## config.mk

```make
export PLATFORM = sky130hd
export DESIGN_NAME = smas_static_memory_ctrl
export DESIGN_NICKNAME = d
export VERILOG_FILES = /design/src/smas_static_memory_ctrl.v
export VERILOG_INCLUDE_DIRS = /design/src /design/src/src
export SDC_FILE = /design/constraint.sdc
export NUM_CORES = 1
export LEC_CHECK = 0
export BUFFER_PORTS_ARGS = -buffer_cell sky130_fd_sc_hd__buf_2
export CELL_PAD_IN_SITES_DETAIL_PLACEMENT = 0
export CELL_PAD_IN_SITES_GLOBAL_PLACEMENT = 1
export CORE_MARGIN = 2
export CORE_UTILIZATION = 33
export CTS_CLUSTER_SIZE = 10
export DETAILED_ROUTE_END_ITERATION = 8
export HOLD_SLACK_MARGIN = 0.03
export PLACE_DENSITY = 0.79
export RECOVER_POWER = 25
export SYNTH_ARGS = -nofsm -noshare
export SYNTH_HDL_FRONTEND = slang
export SYNTH_SLANG_ARGS = --single-unit
```

## constraint.sdc

```tcl
create_clock -name clk_i -period 4 [get_ports clk_i]
set_input_delay 0.6 -clock clk_i [delete_from_list [all_inputs] [get_ports clk_i]]
set_output_delay 0.6 -clock clk_i [all_outputs]
set_load 0.1 [all_outputs]
```

## src/smas_defs.vh

```
/*
 * constants for the static memory access sequencer: field encodings,
 * reset values and timing counts.
 * assumes inclusion by bare name from the design file only.
 */
`ifndef SMAS_DEFS_VH
`define SMAS_DEFS_VH

// ****************************************************************
// field encodings
// ****************************************************************
`define SMAS_BW_8BIT      2'h2
`define SMAS_BW_16BIT     2'h1
`define SMAS_BAT_BYTEWR   1'h0
`define SMAS_BAT_BYTESEL  1'h1
`define SMAS_DRP_STD      1'h0
`define SMAS_DRP_EARLY    1'h1

// ****************************************************************
// sizes and timing
// ****************************************************************
`define SMAS_ADDR_W       23
`define SMAS_NUM_CS       8
`define SMAS_SYNC_STAGES  2
`define SMAS_TDF_MAX      4'hF
`define SMAS_CS_IDLE      8'hFF

`endif

```

## src/smas_static_memory_ctrl.v

```verilog
/*
 * static memory access sequencer: turns single internal requests into
 * chip select, address, strobe and data sequences for eight external
 * static devices on an 8/16-bit bus.
 * assumes a requester on clk_i that holds req until ack, and a
 * half-cycle phase shaper outside that builds low-phase strobes from
 * the *_half_o qualifiers with the inverted clock.
 */
// How it works
// - drive 23-bit address, A0 meaningful for 8-bit
// - eight active-low chip selects, 8 Mbyte each
// - per-select width: 10 is 8-bit, 01 16-bit
// - write type: 0 byte-write, 1 byte-select
// - byte-write: two write strobes, one read strobe
// - byte-select: byte selects, one write strobe
// - write data held half period past strobe
// - write strobe low in second clock half
// - per-select read protocol, standard after reset
// - standard read: strobe in second half only
// - early read: strobe from cycle start, continuous
// - wait enable inserts programmed wait count cycles
// - write low for the last half cycle only, after all waits
// - external wait low freezes outputs and counters
// - external wait passes two-flop synchroniser
// - core clock stopped while external wait holds
// - float cycles after read before write/other select
// - float time elapses during internal accesses
// - no float for internal or same-select reads
// - early read: extra wait after write then read
// - one wait between different selects unless inserted
`timescale 1ns/1ps
`include "smas_defs.vh"

module smas_static_memory_ctrl #(
	parameter NUM_CS = `SMAS_NUM_CS,
	parameter AW     = `SMAS_ADDR_W
) (
	// clock and reset
	input  wire              clk_i,
	input  wire              rst_b_i,
	// per-select configuration, select k in bits of slot k
	input  wire [2*NUM_CS-1:0] bus_width_field_i,
	input  wire [NUM_CS-1:0]   write_access_type_field_i,
	input  wire [NUM_CS-1:0]   read_protocol_field_i,
	input  wire [NUM_CS-1:0]   wait_enable_field_i,
	input  wire [7*NUM_CS-1:0] wait_count_field_i,
	input  wire [4*NUM_CS-1:0] data_float_cycles_field_i,
	// internal request port
	input  wire              req_i,
	input  wire              req_ext_i,
	input  wire              req_wr_i,
	input  wire [2:0]        req_cs_i,
	input  wire [AW-1:0]     req_addr_i,
	input  wire [1:0]        req_be_i,
	input  wire [15:0]       req_wdata_i,
	output wire              ack_o,
	output reg  [15:0]       rdata_o,
	output wire              core_clk_stop_o,
	// external pins
	output reg  [NUM_CS-1:0] chip_select_n_lines_o,
	output reg  [AW-1:1]     addr_hi_o,
	output reg               addr0_lower_byte_select_n_o,
	output reg               read_strobe_n_o,
	output reg               read_half_o,
	output reg               write_half_o,
	output reg               lower_write_strobe_en_o,
	output reg               upper_write_strobe_en_o,
	output reg               upper_byte_select_n_o,
	output reg  [15:0]       data_o,
	output reg               data_oe_o,
	input  wire [15:0]       data_i,
	input  wire              ext_wait_n_i
);

	// ****************************************************************
	// states
	// ****************************************************************
	localparam ST_IDLE  = 2'h0;	// waiting for request
	localparam ST_GAP   = 2'h1;	// float / select change / early-read gap
	localparam ST_PULSE = 2'h2;	// strobe cycles
	localparam ST_HOLD  = 2'h3;	// write data hold half period

	reg  [1:0]        state_reg;	// sequencer state
	reg  [6:0]        cnt_reg;	// wait / gap counter
	reg  [3:0]        float_reg;	// pending float cycles
	reg  [2:0]        last_cs_reg;	// select of last external access
	reg               last_rd_reg;	// last external access was a read
	reg               last_valid_reg;	// any external access done yet
	reg               ack_reg;	// one-cycle completion
	reg               sync1_reg;	// synchroniser first stage
	reg               sync2_reg;	// synchronised wait, low = hold
	reg               cur_wr_reg;	// current access is a write
	reg  [2:0]        cur_cs_reg;	// current select

	// ****************************************************************
	// per-select field pick-up
	// ****************************************************************
	wire [1:0] bw   = bus_width_field_i[2*req_cs_i +: 2];
	wire       write_access_type_field  = write_access_type_field_i[req_cs_i];
	wire       read_protocol_field  = read_protocol_field_i[req_cs_i];
	wire       wait_enable_field = wait_enable_field_i[req_cs_i];
	wire [6:0] wait_count_field  = wait_count_field_i[7*req_cs_i +: 7];
	wire [3:0] tdf_cur = data_float_cycles_field_i[4*last_cs_reg +: 4];
	wire       wide = (bw == `SMAS_BW_16BIT);
	wire       hold_n = sync2_reg;

	assign ack_o = ack_reg;
	assign core_clk_stop_o = (state_reg == ST_PULSE) & ~hold_n;

	// gap needed before new external access
	wire diff_cs   = last_valid_reg & (last_cs_reg != req_cs_i);
	wire need_flt  = last_rd_reg & (req_wr_i | diff_cs);
	wire [3:0] flt = need_flt ? float_reg : 4'h0;
	wire er_wait   = (read_protocol_field == `SMAS_DRP_EARLY) & last_valid_reg & ~last_rd_reg & ~req_wr_i;
	wire cs_wait   = diff_cs & (flt == 4'h0) & ~er_wait;
	wire [6:0] gap = {3'h0, flt} + {6'h0, er_wait} + {6'h0, cs_wait};

	// ****************************************************************
	// synchroniser for the external wait
	// ****************************************************************
	always @(posedge clk_i or negedge rst_b_i)
	begin
		if (!rst_b_i)
		begin
			sync1_reg <= 1'b1;
			sync2_reg <= 1'b1;
		end
		else
		begin
			sync1_reg <= ext_wait_n_i;
			sync2_reg <= sync1_reg;
		end
	end

	// ****************************************************************
	// sequencer
	// ****************************************************************
	always @(posedge clk_i or negedge rst_b_i)
	begin
		if (!rst_b_i)
		begin
			state_reg <= ST_IDLE;
			cnt_reg <= 7'h00;
			float_reg <= 4'h0;
			last_cs_reg <= 3'h0;
			last_rd_reg <= 1'b0;
			last_valid_reg <= 1'b0;
			ack_reg <= 1'b0;
			cur_wr_reg <= 1'b0;
			cur_cs_reg <= 3'h0;
			rdata_o <= 16'h0000;
			chip_select_n_lines_o <= `SMAS_CS_IDLE;
			addr_hi_o <= {(AW-1){1'b0}};
			addr0_lower_byte_select_n_o <= 1'b1;
			read_strobe_n_o <= 1'b1;
			read_half_o <= 1'b0;
			write_half_o <= 1'b0;
			lower_write_strobe_en_o <= 1'b0;
			upper_write_strobe_en_o <= 1'b0;
			upper_byte_select_n_o <= 1'b1;
			data_o <= 16'h0000;
			data_oe_o <= 1'b0;
		end
		else
		begin
			ack_reg <= 1'b0;
			case (state_reg)
				ST_IDLE:
				begin
					// float time runs down while idle or internal
					if (float_reg != 4'h0)
						float_reg <= float_reg - 4'h1;
					if (!read_half_o)
						read_strobe_n_o <= 1'b1;
					if (req_i && !ack_reg && !req_ext_i)
						ack_reg <= 1'b1;
					else if (req_i && !ack_reg)
					begin
						// latch select and address for the access
						cur_wr_reg <= req_wr_i;
						cur_cs_reg <= req_cs_i;
						addr_hi_o <= req_addr_i[AW-1:1];
						if (!wide || req_wr_i || read_protocol_field == `SMAS_DRP_EARLY)
							read_strobe_n_o <= 1'b1;
						data_o <= req_wdata_i;
						if (gap != 7'h00)
						begin
							cnt_reg <= gap - 7'h01;
							state_reg <= ST_GAP;
							chip_select_n_lines_o <= `SMAS_CS_IDLE;
						end
						else
						begin
							cnt_reg <= wait_enable_field ? wait_count_field : 7'h00;
							state_reg <= ST_PULSE;
							chip_select_n_lines_o <= ~(8'h01 << req_cs_i);
							data_oe_o <= req_wr_i;
							write_half_o <= req_wr_i & ~(wait_enable_field & wait_count_field != 7'h00);
							read_half_o <= ~req_wr_i & (read_protocol_field == `SMAS_DRP_STD);
							read_strobe_n_o <= req_wr_i | (read_protocol_field == `SMAS_DRP_STD);
						end
						// bytes: 8-bit uses A0, 16-bit uses selects or strobes
						if (!wide)
						begin
							addr0_lower_byte_select_n_o <= req_addr_i[0];
							upper_byte_select_n_o <= 1'b1;
							lower_write_strobe_en_o <= req_wr_i;
							upper_write_strobe_en_o <= 1'b0;
						end
						else if (write_access_type_field == `SMAS_BAT_BYTESEL)
						begin
							addr0_lower_byte_select_n_o <= ~req_be_i[0];
							upper_byte_select_n_o <= ~req_be_i[1];
							lower_write_strobe_en_o <= req_wr_i;
							upper_write_strobe_en_o <= 1'b0;
						end
						else
						begin
							addr0_lower_byte_select_n_o <= 1'b1;
							upper_byte_select_n_o <= 1'b1;
							lower_write_strobe_en_o <= req_wr_i & req_be_i[0];
							upper_write_strobe_en_o <= req_wr_i & req_be_i[1];
						end
					end
				end
				ST_GAP:
				begin
					// inserted wait cycle, nothing driven
					if (cnt_reg == 7'h00)
					begin
						float_reg <= 4'h0;
						cnt_reg <= wait_enable_field ? wait_count_field : 7'h00;
						state_reg <= ST_PULSE;
						chip_select_n_lines_o <= ~(8'h01 << cur_cs_reg);
						data_oe_o <= cur_wr_reg;
						write_half_o <= cur_wr_reg & ~(wait_enable_field & wait_count_field != 7'h00);
						read_half_o <= ~cur_wr_reg & (read_protocol_field == `SMAS_DRP_STD);
						read_strobe_n_o <= cur_wr_reg | (read_protocol_field == `SMAS_DRP_STD);
					end
					else
						cnt_reg <= cnt_reg - 7'h01;
				end
				ST_PULSE:
				begin
					// freeze everything while the device holds wait
					if (hold_n)
					begin
						if (cnt_reg == 7'h01)
							write_half_o <= cur_wr_reg;
						if (cnt_reg != 7'h00)
							cnt_reg <= cnt_reg - 7'h01;
						else
						begin
							if (!cur_wr_reg)
								rdata_o <= data_i;
							ack_reg <= 1'b1;
							write_half_o <= 1'b0;
							read_half_o <= 1'b0;
							lower_write_strobe_en_o <= 1'b0;
							upper_write_strobe_en_o <= 1'b0;
							last_cs_reg <= cur_cs_reg;
							last_rd_reg <= ~cur_wr_reg;
							last_valid_reg <= 1'b1;
							float_reg <= cur_wr_reg ? 4'h0 :
								data_float_cycles_field_i[4*cur_cs_reg +: 4];
							state_reg <= cur_wr_reg ? ST_HOLD : ST_IDLE;
							if (!cur_wr_reg)
								chip_select_n_lines_o <= `SMAS_CS_IDLE;
						end
					end
				end
				default:
				begin
					// data stays half period beyond strobe rise
					data_oe_o <= 1'b0;
					chip_select_n_lines_o <= `SMAS_CS_IDLE;
					state_reg <= ST_IDLE;
				end
			endcase
			if (tdf_cur > `SMAS_TDF_MAX)
				float_reg <= `SMAS_TDF_MAX;
		end
	end

endmodule // smas_static_memory_ctrl

```

==> out/metrics.cfg, run 1 <==
[finish]
largest_reg_flops=22
top_register=addr_hi_o
nNetsFinal=984
stdcell_area_um2=7690
regArea_um2=2390
syn2layout_area_growth_pct=32.2
multi_input_area_um2=3240
fillCellCount=1713
drive_above_1_share_pct=52.7
reg_top3=addr_hi_o x22, data_o x16, rdata_o x16

[yosys]
synth_mux_area_share_pct=25.3
synth_cells=519
yosysTopAreaCell=dfrtp_1
synth_xor_area_share_pct=1.78
synth_edf_count=0
ys_ff_latch=95
ys_types=69
synthTopCellsByArea=dfrtp_1 35%, mux2_2 13%, mux4_2 9.3%, dfstp_2 5.9%, mux2i_1 3.4%
synthSimpleGateAreaFrac_pct=12.8
synth_compound_gate_area_share_pct=13.2
synth_nets=725
synth.avg_cell_area_um2=11.2
yosys_most_used_dff=dfrtp_1
synth_top_family_by_area=multiplexers
syn_area_um2=5820
synth_warnings=0
async_flop_share_pct=100
synth_top_cell_area_share_pct=35.3
seq_area_frac_synth_pct=41.1
yosys.area_share.adder_pct=2.58

[die]
core_area_um2=17300
die_x_um=137
ios=266
die_h_um=137
std_cell_rows=48
start_util_pct=33.6
dieArea_um2=18700

[timing]
final.min_clock_period_ps=3550
max_slew_margin_pct=-13.9
worstMarginPinSlew_ps=1710
finClkSkew_ps=8.59
period_share_pct=88.6
setup_ws_ps=455
hold_violations=0
fmax_ghz=0.282
fin_setup_tns_ps=0
setup_viol=0
rsz0062_at_grt=no
drv_slew=66

[pwr]
power_uw=7090
pwr-share-comb_pct=63.3
peakVddDrop_v=0.000690
power.switching_uw=4120
power_frac_clock_pct=11.8
seq_power_share_pct=24.8
power.leakage_uw=0.00369
p_per_area_nw_per_um2=922
p_int_uw=2970
switching_share_pct=58.2

[grt]
grt_use_met3_pct=5.15
grtUsageMet1_pct=23.6
grt-busiest-layer=met2
antenna_found_initial=2
grt_pass1_wl_mm=28.3
grt_pass1_vias=5397
use_met2_pct=33.7
grt.overflow.total=0
grtUsageTotal_pct=19.6
grt_max_degree=66

[place]
post-dp-hpwl_mm=14.2
port_buffers=265
placed_cell_area_um2=7400
routabilityCongestion=0.858
place_ws_ps=127

[critical_path]
cp.required_ps=4240
crit_arrival_ps=3780
crit_fanout=12
end_kind=flop
worstSetupPathType=primary input to flop
cp-start-kind=primary input

[detailed_routing]
dr.pass1.iters=4
viasPerCell=5.13
vias=5188
drtIter0Drc=202
drcViolationCount=0
ant_nets=0
wl_mm=18.0
wl_per_cell_um=17.8

[run_status]
violations=capacitance limit, slew limit
outcome=finished, violations left

[clock_tree]
cts_buffer_depth=2
cts_setup_buffers=0
cts-resized-gates=0
cts_tree=yes
cts_buffers=9
clk_pin_slew_ps=70
clock_latency_ps=360
clkSinkCount=95
htreeDepth=3
ctsHoldBuffers=0
cts-root-buf=clkbuf_16

[min_path]
hold_path_class=primary input to flop

[job]
drv_cap=1

stage by stage:
stage	utilization, %	hold WS (ps)	cells
final	44.5	351	1011
after detailed placement	42.8	348	992
after floorplan	-	304	519
after global routing	44.5	338	1010
after CTS	44.4	339	1008
after global placement	42.8	346	992
layout make-up:
cell class | instances | area share, %
Multi-Input combinational cell | 380 | 42.2
Sequential cell | 95 | 31.1
Timing Repair Buffer | 280 | 18.7
Tap cell | 225 | 3.66
Clock buffer | 10 | 2.98
Clock inverter | 6 | 0.700
Inverter | 12 | 0.586
Antenna cell | 3 | 0.0976
routing by layer:
metal  routed length, um  share of wire [%]
met4                 392                2.2
met1                7340                 41
met3                1270                7.0
met5                   0                  0
met2                9010                 50
power groups by stage:
stage               sequential [uW]  clock [uW]  combinational [uW]
finish                         1760         840                4490
global route                   1830         902                4750
CTS                            1760         863                4510
detailed placement             1770           0                4500
global placement               1750           0                4490
floorplan                      3840           0                1540
cell usage after synthesis, types with 7 or more instances:
| master | count |
|---|---|
| nor2_1 | 41 |
| o21ai_0 | 21 |
| dfrtp_1 | 82 |
| nand2_1 | 28 |
| clkbuf_1 | 21 |
| nand3_1 | 7 |
| nand3b_1 | 8 |
| mux2i_1 | 20 |
| ha_1 | 12 |
| nor2b_1 | 8 |
| nor3_1 | 7 |
| mux4_2 | 24 |
| mux2_2 | 65 |
| a21oi_1 | 18 |
| a31oi_1 | 11 |
| buf_2 | 7 |
| dfstp_2 | 13 |
| nand2b_1 | 14 |
| inv_1 | 12 |
final timing paths:
path                                    from                       end  slack [ps]  cells past startpoint
min in group asynchronous            rst_b_i                cnt_reg[2]         680                      1
worst max-delay path             req_cs_i[0]              write_half_o         450                     12
worst max register to register  float_reg[2]              write_half_o         610                     10
worst min register to register     sync1_reg                    hold_n         360                      0
max in group asynchronous            rst_b_i  chip_select_n_lines_o[6]        2020                      2
worst min-delay path            ext_wait_n_i                 sync1_reg         350                      1
worst max-delay path, cell delays in order:
cell       delay (ps)
buf_2             220
buf_4             190
xor2_1            290
o31ai_1           140
a211oi_1          190
ha_1              300
xnor2_1           250
ha_1              290
nor2b_1           330
nand2_1           190
a2111oi_2         400
mux2_2            370
cell usage in the layout (no fill, tap or decap), drive strengths merged, types with 5 or more instances in the layout:
cell	n
nor2	43
o21ai	23
nor3	7
dfstp	13
ha	12
inv	15
nand3	8
mux2i	20
nand2	28
nand2b	14
a31oi	11
dfrtp	82
buf	279
xor2	5
nor2b	8
xnor2	6
a22oi	6
nand3b	8
mux4	24
clkbuf	11
mux2	65
o31ai	6
a21oi	19
logic make-up after synthesis:
kind of cell | after synthesis
adder cells (fa/ha/maj) | 12
XOR/XNOR | 11
buffers and inverters | 44
AND/OR/NAND/NOR | 139
multiplexers | 109
AO/OA/AOI/OAI | 109
flip-flops | 95
(Power assumes the default switching activity.)
==> run 2: changes to the inputs <==
==> constraint.sdc (replaced) <==
create_clock -name clk_i -period 4.4 [get_ports clk_i]
set_input_delay 0.66 -clock clk_i [delete_from_list [all_inputs] [get_ports clk_i]]
set_output_delay 0.66 -clock clk_i [all_outputs]
set_load 0.1 [all_outputs]
==> run 2 against run 1 <==
- the run still ends with capacitance limit, slew limit left
- clock skew up 1.7 ps
- core utilization decreased by 0.31 points
- register-to-register slack gained 300 ps
- hold slack improved by 6.6 ps
- sequential power shrank 9%
- count of clock-buffer cells in the layout is the same
- cell count down 0.89%
- largest cell class unchanged
- highest routed layer unchanged
==> out/metrics.cfg, run 2 (same netlist as run 1, synthesis figures left out) <==
[run_status]
outcome=finished, violations left  ; unchanged
violations=capacitance limit, slew limit  ; unchanged

[critical_path]
path_cells=buf_2 > nor3b_1 > a21oi_1 > o211ai_2 > nor3_1 > a211oi_1 > ha_1 > xnor2_1 > ha_1 > nor2b_1 > nand2_1 > a2111oi_2 > mux2_2  ; was buf_2 > buf_4 > xor2_1 > o31ai_1 > a211oi_1 > ha_1 > xnor2_1 > ha_1 > nor2b_1 > nand2_1 > a2111oi_2 > mux2_2
crit_fanout=15  ; was 12
path_depth=13  ; was 12
crit_buf_inv=1  ; was 2
cpMaxStageDelayCell=a2111oi_2  ; unchanged
end_kind=flop  ; unchanged
cp_top_family=compound AO/OA/AOI/OAI gates  ; unchanged
reg2reg_depth=12  ; was 10
worstSetupPathType=primary input to flop  ; unchanged
critPathLaunch=req_cs_i[1]  ; was req_cs_i[0]
crit_top_cell=ha_1  ; unchanged
reg2reg_setup_slack_ps=910  ; was 610 ps
r2r-start=last_cs_reg[1]  ; was float_reg[2]
crit_arrival_ps=3960  ; was 3780 ps
cp.required_ps=4630  ; was 4240 ps
cp-start-kind=primary input  ; unchanged
cpPeakStageDelay_ps=400  ; about the same

[die]
die_h_um=137  ; unchanged
ios=266  ; unchanged
std_cell_rows=48  ; unchanged
dieArea_um2=18700  ; unchanged
core_area_um2=17300  ; unchanged
start_util_pct=33.6  ; unchanged
die_x_um=137  ; unchanged

[grt]
grtUsageTotal_pct=19.6  ; about the same
grt_pass1_vias=5379  ; was 5397
grt_max_degree=70  ; was 66
grt_pass1_wl_mm=28.4  ; was 28.3 mm
grt.overflow.total=0  ; unchanged
antenna_found_initial=0  ; was 2

[detailed_routing]
viasPerCell=5.19  ; was 5.13
wl_per_cell_um=18.1  ; was 17.8 um
dr.pass1.iters=4  ; unchanged
wl_mm=18.2  ; was 18.0 mm
ant_nets=0  ; unchanged
drtIter0Drc=276  ; was 202
vias=5197  ; was 5188
drcViolationCount=0  ; unchanged

[timing]
period_share_pct=84.7
max_slew_margin_pct=-21.5  ; was -13.9%
finClkSkew_ps=10.3  ; was 8.59 ps
hold_violations=0  ; unchanged
rsz0062_at_grt=no  ; unchanged
setup_viol=0  ; unchanged
final.min_clock_period_ps=3730
worstMarginPinSlew_ps=1820  ; was 1710 ps
drv_slew=70  ; was 66
fmax_ghz=0.268
fin_setup_tns_ps=0  ; unchanged
setup_ws_ps=672  ; was 455 ps

[pwr]
p_per_area_nw_per_um2=842  ; was 922 nW/um2
pwr-share-comb_pct=63.1  ; was 63.3%
seq_power_share_pct=24.9  ; was 24.8%
peakVddDrop_v=0.000742  ; was 0.000690 V
switching_share_pct=58.3  ; was 58.2%
p_int_uw=2680  ; was 2970 uW
power_uw=6430  ; was 7090 uW
power.leakage_uw=0.00365  ; was 0.00369 uW
power.switching_uw=3750  ; was 4120 uW
power_frac_clock_pct=11.9  ; was 11.8%

[place]
port_buffers=265  ; unchanged
place_ws_ps=315  ; was 127 ps
placed_cell_area_um2=7360  ; was 7400 um2
post-dp-hpwl_mm=14.4  ; was 14.2 mm
routabilityCongestion=0.857  ; was 0.858

[clock_tree]
cts-root-buf=clkbuf_16  ; unchanged
cts-resized-gates=0  ; unchanged
cts_buffer_depth=2  ; unchanged
cts_setup_buffers=0  ; unchanged
clkSinkCount=95  ; unchanged
clock_latency_ps=350  ; was 360 ps
cts_buffers=9  ; unchanged
clk_pin_slew_ps=70  ; about the same
htreeDepth=3  ; unchanged
ctsHoldBuffers=0  ; unchanged
cts_tree=yes  ; unchanged

[finish]
fillCellCount=1724  ; was 1713
syn2layout_area_growth_pct=31.3  ; was 32.2%
reg_top3=addr_hi_o x22, data_o x16, rdata_o x16  ; unchanged
drive_above_1_share_pct=52.4  ; was 52.7%
n_antenna_cell=0  ; was 3
largest_reg_flops=22  ; unchanged
most-common-layout-cells=264 x buf_2, 82 x dfrtp_1, 65 x mux2_2, 41 x nor2_1, 27 x nand2_1  ; unchanged
stdcell_area_um2=7640  ; was 7690 um2
nNetsFinal=978  ; was 984
top_register=addr_hi_o  ; unchanged
final_common_cell=buf_2  ; unchanged

[min_path]
hold_path_class=flop to flop  ; was primary input to flop
hold_depth=0  ; was 1
min_from=sync1_reg  ; was ext_wait_n_i

[job]
drv_cap=1  ; unchanged

run 2: changes by cell type in the layout (fill, tap and decap cells not counted):
cell	before	now
clkinv_2	1	0
inv_8	2	1
diode_2	3	0
clkinv_4	2	1
clkinvlp_4	0	2
buf_4	15	9
inv_6	1	2
run 2: area by class of cell:
type / count / area (um2) / area share (%)
multi-input cells: 380 / 3240 / 42.4
flip-flops and latches: 95 / 2390 / 31.3
repair buffers: 274 / 1390 / 18.3
well taps: 225 / 282 / 3.69
clock buffers: 10 / 229 / 3.00
clock inverters: 6 / 52.6 / 0.688
inverters: 12 / 45.0 / 0.590
run 2: path summary, 6_finish.rpt:
kind	to
max	write_half_o
min	hold_n
max reg2reg	write_half_o
min reg2reg	hold_n
max in group asynchronous	chip_select_n_lines_o[0]
min in group asynchronous	cnt_reg[0]
run 2: worst register-to-register path, stage by stage, from the launching register on:
cell and delay [ps]:
dfrtp_1 420, xor2_1 190, o41ai_4 510, nor2_1 90, ha_1 260, ha_1 240
nand2b_1 160, mux2i_1 180, nor2_1 80, nor2b_1 290, nand2_1 200, a2111oi_2 400
mux2_2 370
run 2: layer usage:
layer  part of all wire [%]  track usage, %
met2                     50            33.8
met4                    1.7            5.21
met5                      0               0
met1                     41            24.6
met3                    7.0            4.74
run 2: power by group through the flow:
stage | clock network (uW) | logic [uW] | registers [uW]
final | 768 | 4060 | 1600
after global routing | 818 | 4300 | 1660
after CTS | 781 | 4080 | 1600
after detailed placement | 0 | 4080 | 1610
after global placement | 0 | 4060 | 1600
after floorplan | 0 | 1400 | 3500
run 2: metrics by stage:
stage | util [%] | hold WS, ps | std cells
3_3_place_gp | 42.5 | 347 | 986
4_1_cts | 44.2 | 359 | 1002
3_5_place_dp | 42.5 | 350 | 986
5_1_grt | 44.2 | 363 | 1002
2_1_floorplan | - | 345 | 519
6_report | 44.2 | 357 | 1002
==> run 3: changes to the inputs <==
--- a/config.mk
+++ b/config.mk
@@ -10,11 +10,11 @@
 export CELL_PAD_IN_SITES_DETAIL_PLACEMENT = 0
 export CELL_PAD_IN_SITES_GLOBAL_PLACEMENT = 1
 export CORE_MARGIN = 2
-export CORE_UTILIZATION = 33
+export CORE_UTILIZATION = 32
 export CTS_CLUSTER_SIZE = 10
 export DETAILED_ROUTE_END_ITERATION = 8
 export HOLD_SLACK_MARGIN = 0.03
-export PLACE_DENSITY = 0.79
+export PLACE_DENSITY = 0.8
 export RECOVER_POWER = 25
 export SYNTH_ARGS = -nofsm -noshare
 export SYNTH_HDL_FRONTEND = slang
==> constraint.sdc (replaced) <==
create_clock -name clk_i -period 3.2 [get_ports clk_i]
set_input_delay 0.48 -clock clk_i [delete_from_list [all_inputs] [get_ports clk_i]]
set_output_delay 0.48 -clock clk_i [all_outputs]
set_load 0.1 [all_outputs]
==> run 3 against run 2 <==
- the run still ends with capacitance limit, slew limit left
- sequential power up 36%
- clock power up 37%
- combinational power up 42%
- core utilization about the same
- sequential share of layout area down 1.1 points
- via count up 0.81%
==> out/metrics.cfg, run 3 (same netlist as run 1, synthesis figures left out) <==
[finish]
final_common_cell=buf_2  ; unchanged
drive_above_1_share_pct=54.8  ; was 52.4%
reg_top3=addr_hi_o x22, data_o x16, rdata_o x16  ; unchanged
utilization_pct=44.2  ; about the same
finalNonFillerCells=1035  ; was 1002
n_antenna_cell=0  ; unchanged
most-common-layout-cells=264 x buf_2, 82 x dfrtp_1, 65 x mux2_2, 41 x nor2_1, 38 x buf_4  ; was 264 x buf_2, 82 x dfrtp_1, 65 x mux2_2, 41 x nor2_1, 27 x nand2_1
nNetsFinal=1007  ; was 978
fillCellCount=1739  ; was 1724
top_register=addr_hi_o  ; unchanged
syn2layout_area_growth_pct=35.9  ; was 31.3%
largest_reg_flops=22  ; unchanged

[clock_tree]
clk_pin_slew_ps=80  ; was 70 ps
ctsHoldBuffers=0  ; unchanged
cts_tree=yes  ; unchanged
clock_latency_ps=350  ; about the same
htreeDepth=3  ; unchanged
clkSinkCount=95  ; unchanged
cts_buffer_depth=2  ; unchanged
cts-root-buf=clkbuf_16  ; unchanged
cts_buffers=9  ; unchanged

[die]
dieArea_um2=19300  ; was 18700 um2
ios=266  ; unchanged
core_area_um2=17900  ; was 17300 um2
die_x_um=139  ; was 137 um
std_cell_rows=49  ; was 48
start_util_pct=32.5  ; was 33.6%
die_h_um=139  ; was 137 um

[timing]
hold_violations=0  ; unchanged
setup_viol=0  ; unchanged
period_share_pct=92.9
final.min_clock_period_ps=2970
drv_slew=80  ; was 70
finClkSkew_ps=12.1  ; was 10.3 ps
max_slew_margin_pct=-36.9  ; was -21.5%
setup_ws_ps=227  ; was 672 ps
worstMarginPinSlew_ps=2050  ; was 1820 ps
fin_setup_tns_ps=0  ; unchanged
fmax_ghz=0.336
rsz0062_at_grt=no  ; unchanged

[pwr]
seq_power_share_pct=24.3  ; was 24.9%
power_uw=8980  ; was 6430 uW
peakVddDrop_v=0.000999  ; was 0.000742 V
p_int_uw=3820  ; was 2680 uW
power.leakage_uw=0.00381  ; was 0.00365 uW
p_per_area_nw_per_um2=1140  ; was 842 nW/um2
switching_share_pct=57.5  ; was 58.3%
power.switching_uw=5170  ; was 3750 uW
power_frac_clock_pct=11.7  ; was 11.9%
pwr-share-comb_pct=64.0  ; was 63.1%

[job]
drv_cap=1  ; unchanged

[detailed_routing]
drtIter0Drc=240  ; was 276
drcViolationCount=0  ; unchanged
viasPerCell=5.06  ; was 5.19
dr.pass1.iters=4  ; unchanged
ant_nets=0  ; unchanged
wl_per_cell_um=16.8  ; was 18.1 um
wl_mm=17.4  ; was 18.2 mm
vias=5239  ; was 5197

[run_status]
violations=capacitance limit, slew limit  ; unchanged
outcome=finished, violations left  ; unchanged

[place]
post-dp-hpwl_mm=13.8  ; was 14.4 mm
port_buffers=265  ; unchanged
routabilityCongestion=0.830  ; was 0.857
post-place-cells=1019  ; was 986
place_ws_ps=-127  ; was 315 ps

[critical_path]
crit_fanout=3  ; was 15
worstSetupPathType=flop to flop  ; was primary input to flop
cp-start-kind=flop  ; was primary input
r2r-start=last_cs_reg[1]  ; unchanged
reg2reg_setup_slack_ps=230  ; was 910 ps
rr_endpoint=write_half_o  ; unchanged
cp.required_ps=3440  ; was 4630 ps
reg2reg_depth=13  ; was 12
crit_arrival_ps=3210  ; was 3960 ps
crit_end=write_half_o  ; unchanged
end_kind=flop  ; unchanged
critPathLaunch=last_cs_reg[1]  ; was req_cs_i[1]

[grt]
grtUsageMet1_pct=22.2  ; was 24.6%
grtUsageTotal_pct=18.2  ; was 19.6%
grt_pass1_vias=5566  ; was 5379
grt-busiest-layer=met2  ; unchanged
grt_use_met3_pct=4.21  ; was 4.74%
antenna_found_initial=0  ; unchanged
grt.overflow.total=0  ; unchanged
grt_max_degree=80  ; was 70
grt_pass1_wl_mm=28.4  ; about the same
use_met2_pct=32.2  ; was 33.8%

[min_path]
hold_path_class=primary input to flop  ; was flop to flop

run 3: cell types whose count changed in the layout (fill, tap and decap cells not counted), sizes merged:
cell,before,now
clkinvlp,2,1
clkbuf,11,10
clkinv,1,3
buf,273,302
run 3: worst max-delay path, cell delays in order, from the launching register on:
cell and delay (ps):
dfrtp_1 400, xor2_1 160, buf_4 150, o41ai_4 330
nor2_1 80, ha_2 190, ha_1 190, nand2b_1 140
mux2i_1 170, nor2_1 110, nor2b_4 130, nand2_1 120
a2111oi_4 310, mux2_2 370
run 3: final cells by class:
class                      count  area [um2]  area share [%]
clock buffer                   9         225            2.85
tap                          229         287            3.62
multi-input combinational    380        3280            41.5
sequential                    95        2390            30.3
timing repair buffer         303        1610            20.4
clock inverter                 7        66.3           0.839
inverter                      12        45.0           0.570
run 3: per-stage QoR:
step                area, um2  hold slack (ps)
floorplan                5830              184
global placement         7600              348
detailed placement       7600              350
CTS                      7890              224
global route             7910              221
finish                   7910              241
run 3: worst min path at each step:
stage / from / end / cells after the start
after detailed placement: sync1_reg / hold_n / 0
after floorplan: rst_b_i / ack_o / 0
after CTS: ext_wait_n_i / sync1_reg / 1
after global routing: ext_wait_n_i / sync1_reg / 1
after global placement: sync1_reg / hold_n / 0
final: ext_wait_n_i / sync1_reg / 1
run 3: power groups by stage:
stage	logic, uW	registers [uW]	clock network (uW)
after floorplan	1930	4810	0
after global placement	5700	2180	0
after detailed placement	5730	2190	0
after CTS	5740	2180	1090
after global routing	6070	2270	1140
final	5750	2180	1050
run 3: timing repair:
| item | in CTS | in global routing |
|---|---|---|
| endpoints found under the setup margin | 0 | 2 |
| setup buffers | 0 | 0 |
| resized for setup | 0 | 3 |
run 3: routing by layer:
metal / vias up / part of all wire [%]
li1: 2510 / -
met1: 2523 / 40
met2: 191 / 52
met3: 15 / 6.5
met4: 0 / 1.3
met5: - / 0
